File: src/rtl/pieabc_pkg.sv
// Package of register indices, addresses, masks and reset values for the input gates.
package pieabc_pkg;

    // ------------------------------------------------------------------
    // Register indices and byte addresses
    // ------------------------------------------------------------------

    // Width of the byte address that the register map needs.
    localparam int MAP_ADDR_W = 16;

    // Register indices as printed; the byte address is four times the index.
    localparam logic [15:0] IDX_PORT_A_INPUT_GATE = 16'h30b8;
    localparam logic [15:0] IDX_PORT_B_INPUT_GATE = 16'h30b9;
    localparam logic [15:0] IDX_PORT_C_INPUT_GATE = 16'h30ba;

    // Byte addresses, one aligned 32-bit word per register.
    localparam logic [15:0] ADDR_PORT_A_INPUT_GATE = {IDX_PORT_A_INPUT_GATE[13:0], 2'b00};
    localparam logic [15:0] ADDR_PORT_B_INPUT_GATE = {IDX_PORT_B_INPUT_GATE[13:0], 2'b00};
    localparam logic [15:0] ADDR_PORT_C_INPUT_GATE = {IDX_PORT_C_INPUT_GATE[13:0], 2'b00};

    // ------------------------------------------------------------------
    // Field layout and reset values
    // ------------------------------------------------------------------

    // Every port register is eight bits wide, in the low byte of the word.
    localparam int PORT_W = 8;

    // Port A bit 4 is reserved and must always read zero.
    localparam int PORT_A_RSVD_BIT = 4;

    // Implemented-bit masks per port.
    localparam logic [7:0] PORT_A_MASK = 8'hef;
    localparam logic [7:0] PORT_B_MASK = 8'hff;
    localparam logic [7:0] PORT_C_MASK = 8'hff;

    // All gates come up closed.
    localparam logic [7:0] GATE_RESET = 8'h00;

    // Read data returned for reserved bits and for unmapped addresses.
    localparam logic [31:0] RDATA_IDLE = 32'h0000_0000;

    // Register selected by a bus address.
    typedef enum logic [1:0] {
        PIEABC_SEL_NONE,
        PIEABC_SEL_A,
        PIEABC_SEL_B,
        PIEABC_SEL_C
    } pieabc_sel_e;

endpackage

File: src/rtl/pieabc_top.sv
// APB register block holding the port A, B and C input gates and their gated inputs.
//
// How it works
// [RULE1] Port A gate register at index 30B8h.
// [RULE2] Port A bit 4 reserved, reads zero.
// [RULE3] Port B gate register at index 30B9h.
// [RULE4] Port C gate register at index 30BAh.
// [RULE5] Implemented bits read back last written value.
// [RULE6] Enable one passes pin level inward.
// [RULE7] Enable zero blocks pin from input data.
// [RULE8] Reset clears every gate bit to zero.
//
// The APB slave port was decided locally.
`timescale 1ns/1ps
`default_nettype none

module pieabc_top #(
    parameter int PADDR_W = 16
) (
    input wire logic pclk,
    input wire logic presetn,
    input wire logic psel,
    input wire logic penable,
    input wire logic pwrite,
    input wire logic [PADDR_W-1:0] paddr,
    input wire logic [31:0] pwdata,
    input wire logic [3:0] pstrb,
    output logic [31:0] prdata,
    output logic pready,
    output logic pslverr,
    input wire logic [7:0] port_a_pin,
    input wire logic [7:0] port_b_pin,
    input wire logic [7:0] port_c_pin,
    output logic [7:0] port_a_in_data,
    output logic [7:0] port_b_in_data,
    output logic [7:0] port_c_in_data,
    output logic [7:0] port_a_pin_input_gate_bits,
    output logic [7:0] port_b_pin_input_gate_bits,
    output logic [7:0] port_c_pin_input_gate_bits
);

    // ------------------------------------------------------------------
    // Elaboration check
    // ------------------------------------------------------------------

    // The map needs a 16-bit byte address; a narrower bus cannot reach it.
    if (PADDR_W < pieabc_pkg::MAP_ADDR_W) begin : g_bad_addr
        $error("pieabc_top needs PADDR_W of at least 16");
    end

    // ------------------------------------------------------------------
    // Address decode
    // ------------------------------------------------------------------

    // Decode used both by the read capture and by the write strobe.
    // Upper address bits beyond the map must be zero, so aliases never hit.
    function automatic pieabc_pkg::pieabc_sel_e decode_addr(input logic [PADDR_W-1:0] addr);
        logic [PADDR_W-1:0] a_hit;
        logic [PADDR_W-1:0] b_hit;
        logic [PADDR_W-1:0] c_hit;
        a_hit = PADDR_W'(pieabc_pkg::ADDR_PORT_A_INPUT_GATE);
        b_hit = PADDR_W'(pieabc_pkg::ADDR_PORT_B_INPUT_GATE);
        c_hit = PADDR_W'(pieabc_pkg::ADDR_PORT_C_INPUT_GATE);
        if (addr == a_hit) begin
            return pieabc_pkg::PIEABC_SEL_A;
        end else if (addr == b_hit) begin
            return pieabc_pkg::PIEABC_SEL_B;
        end else if (addr == c_hit) begin
            return pieabc_pkg::PIEABC_SEL_C;
        end else begin
            return pieabc_pkg::PIEABC_SEL_NONE;
        end
    endfunction

    pieabc_pkg::pieabc_sel_e sel; // Register addressed by the current transfer.
    logic setup_phase; // First cycle of a transfer.
    logic access_phase; // Second cycle, where the transfer completes.
    logic wr_lane0; // Write that carries the low byte.

    always_comb begin
        sel = decode_addr(paddr);
        setup_phase = psel && !penable;
        access_phase = psel && penable;
        wr_lane0 = access_phase && pwrite && pstrb[0];
    end

    // ------------------------------------------------------------------
    // Gate registers
    // ------------------------------------------------------------------

    logic [7:0] gate_a_d; // Next port A gate bits.
    logic [7:0] gate_a_q; // Port A gate bits.
    logic [7:0] gate_b_d; // Next port B gate bits.
    logic [7:0] gate_b_q; // Port B gate bits.
    logic [7:0] gate_c_d; // Next port C gate bits.
    logic [7:0] gate_c_q; // Port C gate bits.

    // A write lands only at the completing access edge; a cleared low strobe
    // leaves the byte alone, since the upper lanes carry nothing here.
    always_comb begin
        gate_a_d = gate_a_q;
        gate_b_d = gate_b_q;
        gate_c_d = gate_c_q;
        if (wr_lane0) begin
            unique case (sel)
                // [RULE1] Port A write.
                // [RULE2] Reserved bit masked.
                pieabc_pkg::PIEABC_SEL_A: begin
                    gate_a_d = pwdata[7:0] & pieabc_pkg::PORT_A_MASK;
                end
                // [RULE3] Port B write.
                pieabc_pkg::PIEABC_SEL_B: begin
                    gate_b_d = pwdata[7:0] & pieabc_pkg::PORT_B_MASK;
                end
                // [RULE4] Port C write.
                pieabc_pkg::PIEABC_SEL_C: begin
                    gate_c_d = pwdata[7:0] & pieabc_pkg::PORT_C_MASK;
                end
                // Unmapped writes change nothing.
                pieabc_pkg::PIEABC_SEL_NONE: begin
                    gate_a_d = gate_a_q;
                end
            endcase
        end
    end

    // [RULE8] Reset clears gates.
    always_ff @(posedge pclk or negedge presetn) begin
        if (!presetn) begin
            gate_a_q <= pieabc_pkg::GATE_RESET;
            gate_b_q <= pieabc_pkg::GATE_RESET;
            gate_c_q <= pieabc_pkg::GATE_RESET;
        end else begin
            gate_a_q <= gate_a_d;
            gate_b_q <= gate_b_d;
            gate_c_q <= gate_c_d;
        end
    end

    // ------------------------------------------------------------------
    // Read data and bus answer
    // ------------------------------------------------------------------

    logic [31:0] rdata_d; // Read word captured in the setup cycle.
    logic [31:0] rdata_q; // Read word presented during the access cycle.

    // The word is captured at the end of setup so prdata comes from a flop
    // and the slave can still answer with no wait state. A write can never
    // coincide with a read setup, so the captured value is current.
    always_comb begin
        rdata_d = rdata_q;
        if (setup_phase && !pwrite) begin
            // [RULE5] Readback of written bits.
            unique case (sel)
                pieabc_pkg::PIEABC_SEL_A: begin
                    rdata_d = {24'h00_0000, gate_a_q};
                end
                pieabc_pkg::PIEABC_SEL_B: begin
                    rdata_d = {24'h00_0000, gate_b_q};
                end
                pieabc_pkg::PIEABC_SEL_C: begin
                    rdata_d = {24'h00_0000, gate_c_q};
                end
                pieabc_pkg::PIEABC_SEL_NONE: begin
                    rdata_d = pieabc_pkg::RDATA_IDLE;
                end
            endcase
        end
    end

    // Read word register.
    always_ff @(posedge pclk or negedge presetn) begin
        if (!presetn) begin
            rdata_q <= pieabc_pkg::RDATA_IDLE;
        end else begin
            rdata_q <= rdata_d;
        end
    end

    // Every transfer completes in its first access cycle; unmapped addresses
    // answer with an error so software notices a bad pointer.
    always_comb begin
        pready = 1'b1;
        pslverr = access_phase && (sel == pieabc_pkg::PIEABC_SEL_NONE);
    end

    assign prdata = rdata_q;
    assign port_a_pin_input_gate_bits = gate_a_q;
    assign port_b_pin_input_gate_bits = gate_b_q;
    assign port_c_pin_input_gate_bits = gate_c_q;

    // ------------------------------------------------------------------
    // Input gates
    // ------------------------------------------------------------------

    // [RULE6] Enabled pins pass.
    // [RULE7] Disabled pins blocked.
    pieabc_gate #(
        .WIDTH(pieabc_pkg::PORT_W)
    ) u_gate_a (
        .pclk(pclk),
        .presetn(presetn),
        .pin_level(port_a_pin),
        .gate_enable(gate_a_q),
        .gated_level(port_a_in_data)
    );

    // Port B gate, all eight pins implemented.
    pieabc_gate #(
        .WIDTH(pieabc_pkg::PORT_W)
    ) u_gate_b (
        .pclk(pclk),
        .presetn(presetn),
        .pin_level(port_b_pin),
        .gate_enable(gate_b_q),
        .gated_level(port_b_in_data)
    );

    // Port C gate, all eight pins implemented.
    pieabc_gate #(
        .WIDTH(pieabc_pkg::PORT_W)
    ) u_gate_c (
        .pclk(pclk),
        .presetn(presetn),
        .pin_level(port_c_pin),
        .gate_enable(gate_c_q),
        .gated_level(port_c_in_data)
    );

    // ------------------------------------------------------------------
    // Assertions
    // ------------------------------------------------------------------

    // Port A takes the masked low byte of a completed write.
    a_port_a_write: assert property ( // [RULE1]
        @(posedge pclk) disable iff (!presetn)
        (wr_lane0 && sel == pieabc_pkg::PIEABC_SEL_A)
        |=> (gate_a_q == ($past(pwdata[7:0]) & pieabc_pkg::PORT_A_MASK))
    ) else $error("Port A gate did not take the written byte.");

    // The reserved port A bit never shows in the register or the read word.
    a_rsvd_bit_zero: assert property ( // [RULE2]
        @(posedge pclk) disable iff (!presetn)
        !gate_a_q[pieabc_pkg::PORT_A_RSVD_BIT]
        && !($past(setup_phase && !pwrite && sel == pieabc_pkg::PIEABC_SEL_A)
        && prdata[pieabc_pkg::PORT_A_RSVD_BIT])
    ) else $error("Reserved port A bit is not zero.");

    // Port B takes the full low byte of a completed write.
    a_port_b_write: assert property ( // [RULE3]
        @(posedge pclk) disable iff (!presetn)
        (wr_lane0 && sel == pieabc_pkg::PIEABC_SEL_B)
        |=> (gate_b_q == $past(pwdata[7:0]))
    ) else $error("Port B gate did not take the written byte.");

    // Port C takes the full low byte of a completed write.
    a_port_c_write: assert property ( // [RULE4]
        @(posedge pclk) disable iff (!presetn)
        (wr_lane0 && sel == pieabc_pkg::PIEABC_SEL_C)
        |=> (gate_c_q == $past(pwdata[7:0]))
    ) else $error("Port C gate did not take the written byte.");

    // A read of port B returns the gate bits as they stood at setup.
    a_read_back_b: assert property ( // [RULE5]
        @(posedge pclk) disable iff (!presetn)
        (setup_phase && !pwrite && sel == pieabc_pkg::PIEABC_SEL_B)
        |=> (prdata == {24'h00_0000, $past(gate_b_q)})
    ) else $error("Port B read did not return the gate bits.");

    // An enabled port C pin 0 reaches the input data one edge later.
    a_pass_enabled: assert property ( // [RULE6]
        @(posedge pclk) disable iff (!presetn)
        gate_c_q[0] |=> (port_c_in_data[0] == $past(port_c_pin[0]))
    ) else $error("Enabled port C pin did not pass.");

    // The top pin of port A is checked too, so a swapped gate shows up.
    a_pass_port_a: assert property ( // [RULE6]
        @(posedge pclk) disable iff (!presetn)
        gate_a_q[7] |=> (port_a_in_data[7] == $past(port_a_pin[7]))
    ) else $error("Enabled port A pin did not pass.");

    // A closed gate never lets a high level through on any port.
    a_block_disabled: assert property ( // [RULE7]
        @(posedge pclk) disable iff (!presetn)
        ((port_a_in_data & ~$past(gate_a_q)) == 8'h00)
        && ((port_b_in_data & ~$past(gate_b_q)) == 8'h00)
        && ((port_c_in_data & ~$past(gate_c_q)) == 8'h00)
    ) else $error("Disabled pin reached the input data.");

    // At the first edge after reset release every gate is still closed.
    a_reset_clear: assert property ( // [RULE8]
        @(posedge pclk)
        (presetn && !$past(presetn))
        |-> (gate_a_q == pieabc_pkg::GATE_RESET
            && gate_b_q == pieabc_pkg::GATE_RESET
            && gate_c_q == pieabc_pkg::GATE_RESET)
    ) else $error("Gate bits not clear after reset.");

    // An unmapped access errors and leaves all gate bits unchanged.
    a_unmapped_quiet: assert property (
        @(posedge pclk) disable iff (!presetn)
        (access_phase && sel == pieabc_pkg::PIEABC_SEL_NONE)
        |-> pslverr ##1 ($stable(gate_a_q) && $stable(gate_b_q) && $stable(gate_c_q))
    ) else $error("Unmapped access misbehaved.");

    // A mapped access never answers with an error, or drivers would retry forever.
    a_mapped_no_err: assert property (
        @(posedge pclk) disable iff (!presetn)
        (access_phase && sel != pieabc_pkg::PIEABC_SEL_NONE) |-> !pslverr
    ) else $error("Mapped access answered with an error.");

endmodule
`default_nettype wire

File: src/rtl/pieabc_gate.sv
// Per-port input gate: registers each pin level only where its enable is set.
`timescale 1ns/1ps
`default_nettype none

module pieabc_gate #(
    parameter int WIDTH = 8
) (
    input wire logic pclk,
    input wire logic presetn,
    input wire logic [WIDTH-1:0] pin_level,
    input wire logic [WIDTH-1:0] gate_enable,
    output logic [WIDTH-1:0] gated_level
);

    // ------------------------------------------------------------------
    // Elaboration check
    // ------------------------------------------------------------------

    // A zero-width port has nothing to gate.
    if (WIDTH < 1) begin : g_bad_width
        $error("pieabc_gate needs WIDTH of at least one");
    end

    // ------------------------------------------------------------------
    // Gate and capture
    // ------------------------------------------------------------------

    logic [WIDTH-1:0] gated_d; // Next captured level.
    logic [WIDTH-1:0] gated_q; // Captured level seen by the port input path.

    // Closed gates force zero so a floating pin never toggles the logic behind.
    always_comb begin
        gated_d = pin_level & gate_enable;
    end

    // The capture register holds zero through reset.
    always_ff @(posedge pclk or negedge presetn) begin
        if (!presetn) begin
            gated_q <= '0;
        end else begin
            gated_q <= gated_d;
        end
    end

    assign gated_level = gated_q;

endmodule
`default_nettype wire

File: config.mk
export PLATFORM = sky130hd
export DESIGN_NAME = pieabc_top
export DESIGN_NICKNAME = d
export VERILOG_FILES = /design/src/rtl/pieabc_pkg.sv /design/src/rtl/pieabc_top.sv /design/src/rtl/pieabc_gate.sv
export SDC_FILE = /design/constraint.sdc
export NUM_CORES = 1
export LEC_CHECK = 0
export ABC_AREA = 1
export CORE_ASPECT_RATIO = 2
export CORE_MARGIN = 5
export CORE_UTILIZATION = 45
export DETAILED_ROUTE_END_ITERATION = 8
export DONT_BUFFER_PORTS = 1
export MAX_ROUTING_LAYER = met4
export PLACE_DENSITY_LB_ADDON = 0.1
export SYNTH_ARGS = -nofsm -noshare
export SYNTH_HDL_FRONTEND = slang
export SYNTH_SLANG_ARGS = --single-unit
File: constraint.sdc
create_clock -name pclk -period 1.4 [get_ports pclk]
set_input_delay 0.28 -clock pclk [delete_from_list [all_inputs] [get_ports pclk]]
set_output_delay 0.28 -clock pclk [all_outputs]
set_load 0.01 [all_outputs]
==> reports/metrics.csv <==
metric,value,unit
period_needed,1.30,ns
vias,1666,
fin_tns_setup,0,ns
finalSetupViolations,0,
max_clock_freq,0.770,GHz
cts_buffer_depth,2,
routabilityCongestion,0.823,
p_leak,0.00165,uW
required,1.12,ns
yosysTopAreaCell,dfrtp_1,
nNetsFinal,371,
finish.utilization,47.8,%
post-cts-setup-buffers,0,
cts.sinks,54,
clock-root-buffer,clkbuf_16,
critPathCaptureType,output port,
dieArea,7550,um^2
yosysSeqAreaShare,51.5,%
io_buffers,0,
ys_ff_latch,54,
maxCapViolCount,0,
cts.clk_slew.worst_paths,0.06,ns
synth_edf_count,0,
hold_class,primary input to async pin,
synth.most_common_cell,nand2_1,
synth_top_area_share,51.5,%
drt_iter0_drc,48,
power_density,1040,nW/um^2
area_growth_syn_to_layout,3.96,%
failed_checks,hold timing,
dp.cells,344,
wl_per_cell,15.9,um
synthCells,284,
rows,39,
finalCritPeriodShare,92.7,%
die_w,64.0,um
grt_pass1_vias,1675,
synth_area_leaders,"dfrtp_1, nand2_1, buf_4",
antenna_left,0,
crit_path_max_fanout,3,
start_util,46.0,%
grt_start_max_net_pins,55,
route.detailed.drc,0,
numCtsBuffers,5,
hold_viol,54,
overflow,0,
cts_tree,yes,
syn_area_per_cell,9.24,um^2
grtUsageTotal,15.6,%
grt_pass1_wl,8760,um
synth-main-ff-cell,dfrtp_1,
routed_via_density,4.75,
cp_slowest_stage_delay,0.16,ns
routed_wl,5600,um
yosysWarnings,0,
ys_types,19,
n_antenna_cell,0,
ys_top_cells_by_count,"nand2_1, dfrtp_1, inv_1, nand3_1, buf_4",
crit_arrival,1.02,ns
die_y,118,um
drive_above_1_share,19.7,%
dr.pass1.iters,4,
stdcell_count,351,
htree_num_levels,2,
synthesis.area,2630,um^2
critPathBufInv,1,
synthArstFlopShare,100,%
hpwlAfterDp,4220,um
status,"finished, violations left",
total_power,2830,uW
clkLatencyLatePin,0.28,ns
crit_slowest_cell,and2_4,
path_common_cell,nand2_1,
crit_family,simple AND/OR/NAND/NOR gates,
grt_setup_unrepaired,false,
maxSlewViolCount,0,
cp-start-kind,primary input,
fin_hold_ws,-0.316,ns
place_area,2590,um^2
fin_skew,0.00143,ns
worstPathCellList,nand2_1 > inv_1 > nand2_4 > nor2_4 > and2_4 > nor2_1 > nand2_1 > nor2_2,
antenna_found_initial,0,
irDropWorstVdd,0.000982,V
ios,163,
core_area,5710,um^2
fin_area,2730,um^2
path_class,primary input to output port,
-- metrics by stage --
step                hold slack [ns]  setup WS (ns)
floorplan                   -0.0156         0.0995
global placement            -0.0143         0.0578
detailed placement          -0.0139         0.0586
CTS                          -0.325         0.0562
global route                 -0.332         0.0326
finish                       -0.316          0.102
-- cells by family after synthesis --
family | share of synthesized area [%]
other | 0.286
buffers and inverters | 15.0
DFF | 51.5
and+or+nand+nor | 25.6
AOI/OAI and AO/OA | 7.67
-- cells in the final DEF (no fill, tap or decap) --
cell type   n
nor2_8      2
inv_2       3
and2_4      2
nand3_1    29
nor2_4      5
nand2_1    79
buf_4       6
conb_1     27
clkbuf_16   5
nand2_2     3
nand2_4     4
clkbuf_1    2
dfrtp_1    54
nor2_2      2
nor2_1      6
nand3_2     1
nor3_2      1
inv_1      36
o21ai_2    23
-- final cells by class --
| cell class | instances | area, um^2 |
|---|---|---|
| Timing Repair Buffer | 6 | 45.0 |
| Sequential cell | 54 | 1350 |
| Tap cell | 61 | 76.3 |
| Inverter | 39 | 146 |
| Fill cell | 565 | 2980 |
| Multi-Input combinational cell | 184 | 977 |
| Clock buffer | 7 | 133 |
-- flip-flops by register name, indices dropped and copies added, names as in the netlist --
signal and count:
u_gate_b.gated_level 8, prdata 8, port_c_pin_input_gate_bits 8, u_gate_c.gated_level 8, port_a_pin_input_gate_bits 7, u_gate_a.gated_level 7
port_b_pin_input_gate_bits 8
-- per-layer routing --
metal | GRT usage (%) | part of all wire [%]
met5 | - | 0
met4 | 5.46 | 1.3
met3 | 4.87 | 10
met2 | 26.6 | 56
met1 | 16.6 | 33
-- power by group --
group | internal, uW | total [uW] | switching [uW]
clock network | 655 | 1170 | 514
registers | 1560 | 1560 | 0.0765
logic | 17.5 | 99.6 | 82.1
total | 2230 | 2830 | 596
-- worst paths after layout --
path	startpoint	to	slack, ns	depth (start not counted)
max	paddr[7]	pslverr	0.10	8
min	presetn	u_gate_c.gated_level[7]	-0.32	0
max reg2reg	port_a_pin_input_gate_bits[7]	prdata[7]	0.54	4
min reg2reg	prdata[4]	prdata[4]	0.55	2
max in group asynchronous	presetn	u_gate_b.gated_level[1]	1.62	0
min in group pclk	port_c_pin[4]	u_gate_c.gated_level[4]	0.10	2
-- timing repair --
action | 4_1_cts | 5_1_grt
setup endpoints to repair | 0 | 1
hold endpoints to repair | 54 | 54
gates resized for setup | 0 | 1
Note: power is estimated with default switching activity, not from simulation.
